File: config.mk
export PLATFORM = sky130hd
export DESIGN_NAME = tsc_ctrl
export DESIGN_NICKNAME = d
export VERILOG_FILES = /design/src/tsc_pkg.sv /design/src/tsc_trig_if.sv /design/src/tsc_ctrl.sv /design/src/tsc_trig_stage.sv
export VERILOG_INCLUDE_DIRS = /design/src
export SDC_FILE = /design/constraint.sdc
export NUM_CORES = 1
export LEC_CHECK = 0
export BUFFER_PORTS_ARGS = -buffer_cell sky130_fd_sc_hd__buf_2
export CAP_MARGIN = 20
export CORE_ASPECT_RATIO = 0.9
export CORE_UTILIZATION = 55
export DETAILED_ROUTE_END_ITERATION = 10
export PLACE_DENSITY = 0.8
export SETUP_SLACK_MARGIN = 0.4
export SYNTH_ARGS = -nofsm -noshare
export SYNTH_HDL_FRONTEND = slang
export SYNTH_SLANG_ARGS = --single-unit
File: constraint.sdc
create_clock -name i_clock -period 2.3 [get_ports i_clock]
set_input_delay 0.345 -clock i_clock [delete_from_list [all_inputs] [get_ports i_clock]]
set_output_delay 0.345 -clock i_clock [all_outputs]
set_load 0.005 [all_outputs]
File: src/tsc_defs.svh
// constants of the trigger sequencer control block: offsets, fields, resets
// assumes the includer supplies the package types; definitions only
`ifndef TSC_DEFS_SVH
`define TSC_DEFS_SVH

// ----------------------------------------------------------------
// register byte offsets
// ----------------------------------------------------------------
`define TSC_OFF_CST      8'h00
`define TSC_OFF_SDLIM    8'h04
`define TSC_OFF_CLIM     8'h08
`define TSC_OFF_TLIM     8'h0c
`define TSC_OFF_PWD      8'h10
`define TSC_OFF_ISTAT    8'h14
`define TSC_OFF_IMASK    8'h18

// ----------------------------------------------------------------
// control/status field positions
// ----------------------------------------------------------------
`define TSC_BIT_EN       15
`define TSC_BIT_SIDL     13
`define TSC_BIT_TOGL     12
`define TSC_BIT_SWT      10
`define TSC_BIT_SSEN     9
`define TSC_BIT_IVIS     8
`define TSC_BIT_STRT     7
`define TSC_BIT_WDTO     6
`define TSC_ITM_HI       1
`define TSC_ITM_LO       0
`define TSC_CST_MASK     16'hb7c3

// ----------------------------------------------------------------
// interrupt bits, reset values
// ----------------------------------------------------------------
`define TSC_IRQ_WDT      0
`define TSC_IRQ_TRIG     1
`define TSC_RST_WORD     16'h0000
`define TSC_RST_PWD      4'h0
`define TSC_RST_IRQ      2'h0

`endif

File: src/tsc_pkg.sv
// types shared by the trigger sequencer control block
// assumes nothing beyond a SystemVerilog compiler
package tsc_pkg;
    typedef logic [15:0] tsc_word_t;
    typedef logic [7:0]  tsc_addr_t;
    typedef logic [3:0]  tsc_lines_t;
    typedef logic [3:0]  tsc_pwd_t;
    typedef logic [1:0]  tsc_irq_t;
    typedef enum logic [1:0] {TSC_RD_CST, TSC_RD_LIM, TSC_RD_OTHER} tsc_rdkind_t;
endpackage : tsc_pkg

File: src/tsc_trig_if.sv
// link between the register bank and the trigger output stage
// assumes both ends share i_clock
`timescale 1ns/1ps
interface tsc_trig_if;
    import tsc_pkg::*;
    logic       fire;
    logic [1:0] sel;
    logic       toggle_mode;
    logic       enable;
    tsc_pwd_t   pulse_width;
    tsc_lines_t line;
    modport ctrl  (output fire, sel, toggle_mode, enable, pulse_width, input line);
    modport stage (input fire, sel, toggle_mode, enable, pulse_width, output line);
endinterface : tsc_trig_if

File: src/tsc_ctrl.sv
// trigger sequencer control/status register bank with limit and irq registers
// assumes a single-cycle strobe master on i_clock; engine signals are same-clock
`timescale 1ns/1ps
`include "tsc_defs.svh"
module tsc_ctrl (
    input  wire logic              i_clock,
    input  wire logic              i_srst,
    input  wire tsc_pkg::tsc_addr_t i_addr,
    input  wire tsc_pkg::tsc_word_t i_wdata,
    input  wire logic              i_wr,
    input  wire logic              i_rd,
    output tsc_pkg::tsc_word_t     o_rdata,
    input  wire logic              i_idle,
    input  wire logic              i_trig_cmd,
    input  wire logic [1:0]        i_trig_sel,
    input  wire logic              i_swt_consume,
    input  wire logic              i_wdt_expire,
    input  wire tsc_pkg::tsc_word_t i_sd_live,
    input  wire tsc_pkg::tsc_word_t i_cnt_live,
    input  wire tsc_pkg::tsc_word_t i_tmr_live,
    output logic                   o_run,
    output logic                   o_single_step,
    output logic                   o_sw_trigger,
    output logic [1:0]             o_input_mode,
    output tsc_pkg::tsc_lines_t    o_trig_line,
    output logic                   o_irq
);
    import tsc_pkg::*;

    // ----------------------------------------------------------------
    // state
    // ----------------------------------------------------------------
    logic       module_enable;
    logic       stop_in_idle;
    logic       output_toggle;
    logic       software_trigger;
    logic       single_step;
    logic       visibility;
    logic       sequence_start;
    logic       wdt_flag;
    logic [1:0] input_mode;
    tsc_word_t  sd_lim;
    tsc_word_t  cnt_lim;
    tsc_word_t  tmr_lim;
    tsc_pwd_t   pulse_width;
    tsc_irq_t   irq_stat;
    tsc_irq_t   irq_mask;
    tsc_irq_t   next_irq_stat;
    tsc_word_t  next_rdata;
    logic       trig_event;

    tsc_trig_if tif ();

    function automatic logic hit(input tsc_addr_t a, input tsc_addr_t off);
        hit = (a == off);
    endfunction : hit

    function automatic tsc_word_t cst_word();
        cst_word = `TSC_RST_WORD;
        cst_word[`TSC_BIT_EN]   = module_enable;
        cst_word[`TSC_BIT_SIDL] = stop_in_idle;
        cst_word[`TSC_BIT_TOGL] = output_toggle;
        cst_word[`TSC_BIT_SWT]  = software_trigger;
        cst_word[`TSC_BIT_SSEN] = single_step;
        cst_word[`TSC_BIT_IVIS] = visibility;
        cst_word[`TSC_BIT_STRT] = sequence_start;
        cst_word[`TSC_BIT_WDTO] = wdt_flag;
        cst_word[`TSC_ITM_HI:`TSC_ITM_LO] = input_mode;
    endfunction : cst_word

    logic wr_cst;
    assign wr_cst = i_wr && hit(i_addr, `TSC_OFF_CST);

    // ----------------------------------------------------------------
    // control fields
    // ----------------------------------------------------------------
    // only implemented fields are stored
    always_ff @(posedge i_clock)
    begin
        if (i_srst)
        begin
            module_enable  <= 1'b0;
            stop_in_idle   <= 1'b0;
            output_toggle  <= 1'b0;
            single_step    <= 1'b0;
            visibility     <= 1'b0;
            sequence_start <= 1'b0;
            input_mode     <= 2'h0;
        end
        else if (wr_cst)
        begin
            module_enable  <= i_wdata[`TSC_BIT_EN];
            stop_in_idle   <= i_wdata[`TSC_BIT_SIDL];
            output_toggle  <= i_wdata[`TSC_BIT_TOGL];
            single_step    <= i_wdata[`TSC_BIT_SSEN];
            visibility     <= i_wdata[`TSC_BIT_IVIS];
            sequence_start <= i_wdata[`TSC_BIT_STRT];
            input_mode     <= i_wdata[`TSC_ITM_HI:`TSC_ITM_LO];
        end
    end

    // ----------------------------------------------------------------
    // software trigger: set by write of one, cleared by its consumer
    // ----------------------------------------------------------------
    always_ff @(posedge i_clock)
    begin
        if (i_srst)
            software_trigger <= 1'b0;
        // a write of one wins over a same-cycle consume
        else if (wr_cst && i_wdata[`TSC_BIT_SWT])
            software_trigger <= 1'b1;
        // only the control-step command consumes it
        else if (i_swt_consume)
            software_trigger <= 1'b0;
    end

    // ----------------------------------------------------------------
    // watchdog flag: hardware sets, a write of zero clears
    // ----------------------------------------------------------------
    always_ff @(posedge i_clock)
    begin
        if (i_srst)
            wdt_flag <= 1'b0;
        // expiry wins over a clearing write
        else if (i_wdt_expire && module_enable)
            wdt_flag <= 1'b1;
        else if (wr_cst && !i_wdata[`TSC_BIT_WDTO])
            wdt_flag <= 1'b0;
    end

    // ----------------------------------------------------------------
    // limit and pulse width registers
    // ----------------------------------------------------------------
    always_ff @(posedge i_clock)
    begin
        if (i_srst)
        begin
            sd_lim      <= `TSC_RST_WORD;
            cnt_lim     <= `TSC_RST_WORD;
            tmr_lim     <= `TSC_RST_WORD;
            pulse_width <= `TSC_RST_PWD;
        end
        else if (i_wr)
        begin
            if (hit(i_addr, `TSC_OFF_SDLIM))
                sd_lim <= i_wdata;
            if (hit(i_addr, `TSC_OFF_CLIM))
                cnt_lim <= i_wdata;
            if (hit(i_addr, `TSC_OFF_TLIM))
                tmr_lim <= i_wdata;
            if (hit(i_addr, `TSC_OFF_PWD))
                pulse_width <= i_wdata[3:0];
        end
    end

    // ----------------------------------------------------------------
    // engine outputs
    // ----------------------------------------------------------------
    always_ff @(posedge i_clock)
    begin
        if (i_srst)
        begin
            o_run         <= 1'b0;
            o_single_step <= 1'b0;
            o_sw_trigger  <= 1'b0;
            o_input_mode  <= 2'h0;
        end
        else
        begin
            o_run         <= module_enable && sequence_start && !(stop_in_idle && i_idle);
            o_single_step <= module_enable && single_step;
            o_sw_trigger  <= module_enable && software_trigger;
            // only the wait commands look at this
            o_input_mode  <= input_mode;
        end
    end

    // ----------------------------------------------------------------
    // trigger stage
    // ----------------------------------------------------------------
    assign trig_event      = i_trig_cmd && module_enable;
    assign tif.fire        = trig_event;
    assign tif.sel         = i_trig_sel;
    assign tif.toggle_mode = output_toggle;
    assign tif.enable      = module_enable;
    assign tif.pulse_width = pulse_width;
    assign o_trig_line     = tif.line;

    tsc_trig_stage u_stage (
        .i_clock (i_clock),
        .i_srst  (i_srst),
        .p       (tif.stage)
    );

    // ----------------------------------------------------------------
    // interrupts: sticky, write one to clear, event wins
    // ----------------------------------------------------------------
    always_comb
    begin
        next_irq_stat = irq_stat;
        if (i_wr && hit(i_addr, `TSC_OFF_ISTAT))
            next_irq_stat = irq_stat & ~i_wdata[1:0];
        if (i_wdt_expire && module_enable)
            next_irq_stat[`TSC_IRQ_WDT] = 1'b1;
        if (trig_event)
            next_irq_stat[`TSC_IRQ_TRIG] = 1'b1;
    end

    always_ff @(posedge i_clock)
    begin
        if (i_srst)
        begin
            irq_stat <= `TSC_RST_IRQ;
            irq_mask <= `TSC_RST_IRQ;
            o_irq    <= 1'b0;
        end
        else
        begin
            irq_stat <= next_irq_stat;
            if (i_wr && hit(i_addr, `TSC_OFF_IMASK))
                irq_mask <= i_wdata[1:0];
            o_irq <= |(next_irq_stat & irq_mask);
        end
    end

    // ----------------------------------------------------------------
    // read path: data valid only in the cycle after the strobe
    // ----------------------------------------------------------------
    always_comb
    begin
        next_rdata = `TSC_RST_WORD;
        if (hit(i_addr, `TSC_OFF_CST))
            next_rdata = cst_word() & `TSC_CST_MASK;
        else if (hit(i_addr, `TSC_OFF_SDLIM))
            next_rdata = visibility ? i_sd_live : sd_lim;
        else if (hit(i_addr, `TSC_OFF_CLIM))
            next_rdata = visibility ? i_cnt_live : cnt_lim;
        else if (hit(i_addr, `TSC_OFF_TLIM))
            next_rdata = visibility ? i_tmr_live : tmr_lim;
        else if (hit(i_addr, `TSC_OFF_PWD))
            next_rdata = {12'h000, pulse_width};
        else if (hit(i_addr, `TSC_OFF_ISTAT))
            next_rdata = {14'h0, irq_stat};
        else if (hit(i_addr, `TSC_OFF_IMASK))
            next_rdata = {14'h0, irq_mask};
    end

    always_ff @(posedge i_clock)
    begin
        if (i_srst || !i_rd)
            o_rdata <= `TSC_RST_WORD;
        else
            o_rdata <= next_rdata;
    end
endmodule : tsc_ctrl

File: src/tsc_trig_stage.sv
// trigger output stage: toggle or fixed-width pulse per line
// assumes fire is a one-cycle pulse on the same clock
`timescale 1ns/1ps
`include "tsc_defs.svh"
module tsc_trig_stage (
    input  wire logic  i_clock,
    input  wire logic  i_srst,
    tsc_trig_if.stage  p
);
    import tsc_pkg::*;

    tsc_pwd_t cnt [4];

    // ----------------------------------------------------------------
    // per-line output
    // ----------------------------------------------------------------
    always_ff @(posedge i_clock)
    begin
        for (int i = 0; i < 4; i++)
        begin
            if (i_srst || !p.enable)
            begin
                p.line[i] <= 1'b0;
                cnt[i]    <= `TSC_RST_PWD;
            end
            else if (p.fire && p.sel == 2'(i))
            begin
                if (p.toggle_mode)
                    p.line[i] <= ~p.line[i];
                else
                begin
                    p.line[i] <= 1'b1;
                    cnt[i]    <= p.pulse_width;
                end
            end
            else if (cnt[i] != 4'h0)
                cnt[i] <= cnt[i] - 4'h1;
            else if (!p.toggle_mode)
                p.line[i] <= 1'b0;
        end
    end
endmodule : tsc_trig_stage
Yosys cells after proc, flatten, opt, wreduce, memory -nomap -nowiden
Memory sizes are Yosys's and may differ from the RTL's.
Cells that the tools add are included.

storage, ports and cells
  register bits = 92
  bits of input ports = 82
  word-level logic and storage cells = 172
  RAM bits = 16
  output and inout bits = 26
  memories = 1

memory list
  memory       words  width  read ports  clocked after Yosys merged registers in  wr ports  RTL line              text
  u_stage.cnt  4      4      4           0                                        4         tsc_trig_stage.sv:12  tsc_pwd_t cnt [4];

cells by class
  reductions and logical operators = 40
  bitwise gates (word level) = 15
  add/sub/neg operators = 4
  eq/ne operators = 17
  mux-type cells = 69

operator list
  operator                                                                 count
  16-bit two-way mux                                                       7
  1-bit two-way mux                                                        50
  4-bit two-way mux                                                        9
  8-bit by 5-bit equality test with 1-bit output, second input constant    3
  8-bit by 4-bit equality test with 1-bit output, second input constant    2
  1-bit logical AND                                                        16
  2-bit by 1-bit inequality test with 1-bit output, second input constant  8
  2-bit AND reduction                                                      8
  4-bit nonzero test                                                       4
  4-bit by 1-bit subtractor with 4-bit output, second input constant       4
  8-bit by 3-bit equality test with 1-bit output, second input constant    1
  8-bit zero test                                                          1
  1-bit OR                                                                 8
  2-bit two-way mux                                                        3
  2-bit AND                                                                2
  2-bit equality test, second input constant                               2
  1-bit zero test                                                          4
  1-bit inverter                                                           4
  2-bit nonzero test                                                       2
  2-bit OR reduction                                                       2
  2-bit by 1-bit equality test with 1-bit output, second input constant    1
  2-bit zero test                                                          1
  1-bit logical OR                                                         2
  2-bit inverter                                                           1

Longest topological paths before layout
  word-level depth = 8
  depth in mapped cells = 7
  mapped depth without buffers = 6

Hierarchy
From an unflattened synthesis, not the netlist that was laid out.

unflattened totals
  cell total of the unflattened synthesis = 533
  area, all modules = 5232.5 um2

by module, submodules not included
  module          area an instance (um2)  times used  seq. area each (um2)  cells an instance
  tsc_ctrl        3980.1                  1           1761.7                398
  tsc_trig_stage  1252.5                  1           560.5                 135

Worst setup path before layout
OpenSTA, ideal clock, no wires.

  path kind = input to register
  from = input i_addr[4]
  to = register o_rdata[12]
  stages = 7
  arrival = 1.680 ns
  library setup time = 0.117 ns
  path buffers = 3
  slack = 0.502 ns
  required time = 2.183 ns
  path through = buf_2 nor4_4 and2_1 buf_4 buf_2 nand2_1 a32o_1

between the ends
  cells in the longest elaborated chain, start to end = 5
  elaborated cells between the ends (all ways) = 8
  classes of those cells = eq/ne: 3; mux: 4; reduce/logical: 1

RTL lines
  item                                            RTL line         text
  from (decl)                                     tsc_ctrl.sv:8    input wire tsc_pkg::tsc_addr_t i_addr,
  8-bit by 4-bit equality test with 1-bit output  tsc_ctrl.sv:55   hit = (a == off);
  16-bit two-way mux                              tsc_ctrl.sv:238  else if (hit(i_addr, `TSC_OFF_TLIM))
  16-bit two-way mux                              tsc_ctrl.sv:236  else if (hit(i_addr, `TSC_OFF_CLIM))
  16-bit two-way mux                              tsc_ctrl.sv:234  else if (hit(i_addr, `TSC_OFF_SDLIM))
  16-bit two-way mux (*)                          tsc_ctrl.sv:232  if (hit(i_addr, `TSC_OFF_CST))
  to (signal assigned)                            tsc_ctrl.sv:251  o_rdata <= `TSC_RST_WORD;
  to (signal assigned)                            tsc_ctrl.sv:253  o_rdata <= next_rdata;
  to (decl)                                       tsc_ctrl.sv:12   output tsc_pkg::tsc_word_t o_rdata,

Mark *: on every way between the ends. The rest lies on a longest branch, timed or not.
A chain may end at the register's enable or synchronous reset.

Final worst setup path
  from = input i_addr[4]
  to = register o_rdata[7]

Same word-level chain as after synthesis.

==> flow_metrics.env <==
export IMPL_max_slew_worst_pin_slew_ns=0.6390
export IMPL_result_of_the_run="finished, final reports clean"
export IMPL_startpoint_type="input pin"
export IMPL_netlist_cell_type_count=47
export IMPL_multi_input_area_mm2=0.002770
export IMPL_io_pins=108
export IMPL_layout_filler_cells=761
export IMPL_via_count=4726
export IMPL_synthCells=568
export IMPL_yosys_top_cells_area="sky130_fd_sc_hd__dfxtp_1 35%, sky130_fd_sc_hd__mux2i_1 17%, sky130_fd_sc_hd__edfxtp_1 9.0%, sky130_fd_sc_hd__nor2_1 4.7%, sky130_fd_sc_hd__a21oi_1 4.3%"
export IMPL_final_cell_area_mm2=0.006223
export IMPL_grt_pass1_vias=4472
export IMPL_cts_root_buffer="sky130_fd_sc_hd__clkbuf_8"
export IMPL_vdd_drop_max_v=0.0004020
export IMPL_setup_repair_after_global_routing_missed_its_margin="false"
export IMPL_crit_required_ns=2.60
export IMPL_total_leakage_power_nw=2.736
export IMPL_ant_nets=0
export IMPL_finalSetupViolCount=0
export IMPL_detail_route_iter0_violations=232
export IMPL_post_dr_vias_cell=5.945
export IMPL_cp_end_kind="flop"
export IMPL_floorplan_die_width_um=105.6
export IMPL_synthDominantCellAreaShare_pct=34.68
export IMPL_avgSynthCellArea_um2=9.351
export IMPL_floorplan_die_area_mm2=0.01005
export IMPL_finalCoreUtilization_pct=67.29
export IMPL_numPortBuffers=107
export IMPL_drt_total_wl_um=14030
export IMPL_synthesis_area_mm2=0.005311
export IMPL_chipHeight_um=95.23
export IMPL_post_route_cells_drive_above_1_share_pct=24.67
export IMPL_final_setup_skew_ns=0.01671
export IMPL_wl_per_cell_um=17.65
export IMPL_post_synth_top_area_cell="sky130_fd_sc_hd__dfxtp_1"
export IMPL_syn_nets=654
export IMPL_cts_buffers_inserted=9
export IMPL_post_route_drc_count=0
export IMPL_antenna_diode_count=0
export IMPL_number_of_sinks_handled_by_clock_tree_synthesis=108
export IMPL_finalCritPeriodShare_pct=76.66
export IMPL_timing_worst_setup_path_type="in2reg"
export IMPL_tritoncts="yes"
export IMPL_std_cell_rows=33
export IMPL_post_dp_hpwl_um=9757
export IMPL_starting_density_pct=57.43
export IMPL_layout_area_overhead_vs_synth_pct=17.17
export IMPL_maxClockFrequency_mhz=567.2
export IMPL_synth_seq_cells=108
export IMPL_hold_violations=0
export IMPL_track_usage_pct=28.40
export IMPL_finalSetupTns_ns=0
export IMPL_period_needed_ns=1.763
export IMPL_floorplan_core_area_mm2=0.009249
export IMPL_insertion_delay_ns=0.37
export IMPL_power_per_cell_area_mw_per_mm2=531.7
export IMPL_ctsHtreeMaxLevel=3
export IMPL_gp_routability_congestion=0.8764
export IMPL_final_seq_area_mm2=0.002326
export IMPL_worstHoldPathType="in2reg"
export IMPL_total_power_w=0.003309
export IMPL_remaining_global_route_overflow=0
export IMPL_grt_start_max_net_pins=46
export IMPL_place_worst_setup_slack_ns=0.2442
export IMPL_final_setup_worst_slack_ns=0.5369
export IMPL_clock_slew_seen_by_the_registers_of_the_worst_setup_and_hold_paths_ns=0.10
export IMPL_max_slew_margin_pct=57.34
export IMPL_grt_antenna_before_repair=1
export IMPL_cp_max_fo=9
export IMPL_max_clock_path_buffers=2
export IMPL_yosys_warnings=0
export IMPL_grt_first_pass_wirelength_um=22140
export IMPL_num_nets_final=754
export IMPL_cap_violations=0
export IMPL_slew_violations=0
export IMPL_synth_seq_area_share_pct=43.72
export IMPL_worst_ep_arrival_time_ns=2.07
export IMPL_drt_pass1_iter_count=5
export IMPL_placement_cell_area_mm2=0.006007
## kinds of logic (layout without fill, tap and decap cells)
group	count (synthesis)	after routing	synth area share, %
and+or+nand+nor	203	203	19.06
DFF	108	108	43.72
muxes	103	103	19.67
AOI/OAI and AO/OA	96	96	11.80
buffers and inverters	51	156	4.311
adders and majority gates	4	4	0.9423
xor gates and xnor gates	3	3	0.4948
## where the power goes
| part | leakage (nW) | switching, W | internal [W] |
|---|---|---|---|
| sequential | 0.939 | 0.00000139 | 0.00191 |
| combinational | 1.69 | 0.000131 | 0.0000876 |
| clock | 0.104 | 0.000658 | 0.000523 |
## routing by layer
layer | global-route usage [%] | part of all wire (%) | vias up
met5 | 0 | 0.093 | -
met4 | 10.07 | 2.1 | 2
met3 | 7.861 | 8.6 | 29
met2 | 46.66 | 47 | 218
met1 | 36.19 | 42 | 2255
li1 | - | - | 2222
## synthesized netlist by cell type, drive strengths merged
| library cell | n |
|---|---|
| o2bb2ai | 8 |
| nor4b | 2 |
| edfxtp | 16 |
| nor4 | 2 |
| or4b | 1 |
| nand4 | 3 |
| nand2 | 47 |
| mux2i | 92 |
| dfxtp | 92 |
| nor2 | 67 |
| o211a | 2 |
| xnor2 | 3 |
| and2 | 6 |
| nand4b | 1 |
| nand2b | 9 |
| a211oi | 6 |
| or3 | 1 |
| mux2 | 11 |
| buf | 18 |
| or3b | 1 |
| or4 | 1 |
| a21boi | 1 |
| a22o | 1 |
| nor4bb | 2 |
| a21oi | 46 |
| a32o | 12 |
| inv | 10 |
| nand3b | 2 |
| nor3b | 4 |
| nor3 | 14 |
| and4b | 1 |
| nand3 | 21 |
| ha | 4 |
| a311oi | 5 |
| a31oi | 1 |
| o22ai | 4 |
| nor2b | 12 |
| clkbuf | 23 |
| and4 | 1 |
| o21ai | 10 |
| and3 | 5 |
## area by class of cell
type | count | area share [%]
tap | 122 | 2.453
multi-input combinational | 409 | 44.51
clock inverter | 4 | 0.4423
inverter | 10 | 0.6031
sequential | 108 | 37.37
clock buffer | 12 | 2.835
timing repair buffer | 130 | 11.78
## timing repair
action	in CTS	in global routing
setup buffers	0	0
hold buffers	0	0
setup endpoints to repair	0	9
resized for setup	0	3
endpoints found under the hold margin	0	0
## path summary, 6_finish.rpt
kind                startpoint                 to  slack (ns)  cells past startpoint
max                  i_addr[4]         o_rdata[7]        0.54                      5
max reg2reg  u_stage.cnt[2][0]  u_stage.cnt[2][0]        0.54                      5
min reg2reg          sd_lim[3]          sd_lim[3]        0.46                      2
min              i_swt_consume   software_trigger        0.23                      3
## through the flow
stage               hold WS, ns  instances
floorplan                0.4338        568
global placement         0.4400        779
detailed placement       0.4462        779
CTS                      0.2273        795
global route             0.2332        795
finish                   0.2331        795
## flip-flops by register name (all words and copies together), names as in the netlist, 2 cells and up
signal and flops:
cnt_lim 16, input_mode 2, irq_mask 2, irq_stat 2, o_input_mode 2, o_rdata 16
pulse_width 4, sd_lim 16, tmr_lim 16, u_stage.cnt 16, u_stage.p.line 4
## critical path, cell delays in order
cell                     delay [ns]
sky130_fd_sc_hd__buf_2         0.17
sky130_fd_sc_hd__or4_4         0.56
sky130_fd_sc_hd__nor2_1        0.25
sky130_fd_sc_hd__and2_1        0.49
sky130_fd_sc_hd__a32o_1        0.24
## layout by cell type, fill, tap and decap left out, types with 2 or more instances in the layout
master and count:
sky130_fd_sc_hd__a21oi_1 46, sky130_fd_sc_hd__mux2_2 11, sky130_fd_sc_hd__dfxtp_1 91, sky130_fd_sc_hd__edfxtp_1 16
sky130_fd_sc_hd__nand3b_1 2, sky130_fd_sc_hd__nand4_1 3, sky130_fd_sc_hd__nor3_1 13, sky130_fd_sc_hd__nand2b_1 9
sky130_fd_sc_hd__ha_1 4, sky130_fd_sc_hd__inv_1 10, sky130_fd_sc_hd__mux2i_1 92, sky130_fd_sc_hd__nor3b_1 3
sky130_fd_sc_hd__a32o_1 12, sky130_fd_sc_hd__and3_1 5, sky130_fd_sc_hd__a211oi_1 6, sky130_fd_sc_hd__buf_4 21
sky130_fd_sc_hd__nand2_1 47, sky130_fd_sc_hd__buf_12 2, sky130_fd_sc_hd__nand3_1 19, sky130_fd_sc_hd__o22ai_1 4
sky130_fd_sc_hd__o21ai_0 10, sky130_fd_sc_hd__nor2b_1 12, sky130_fd_sc_hd__nand3_2 2, sky130_fd_sc_hd__clkbuf_8 11
sky130_fd_sc_hd__nor2_1 67, sky130_fd_sc_hd__o211a_1 2, sky130_fd_sc_hd__and2_1 6, sky130_fd_sc_hd__buf_2 107
sky130_fd_sc_hd__xnor2_1 3, sky130_fd_sc_hd__a311oi_1 5, sky130_fd_sc_hd__nor4bb_1 2, sky130_fd_sc_hd__o2bb2ai_1 8
No activity file was read; power rests on OpenSTA's default activity.
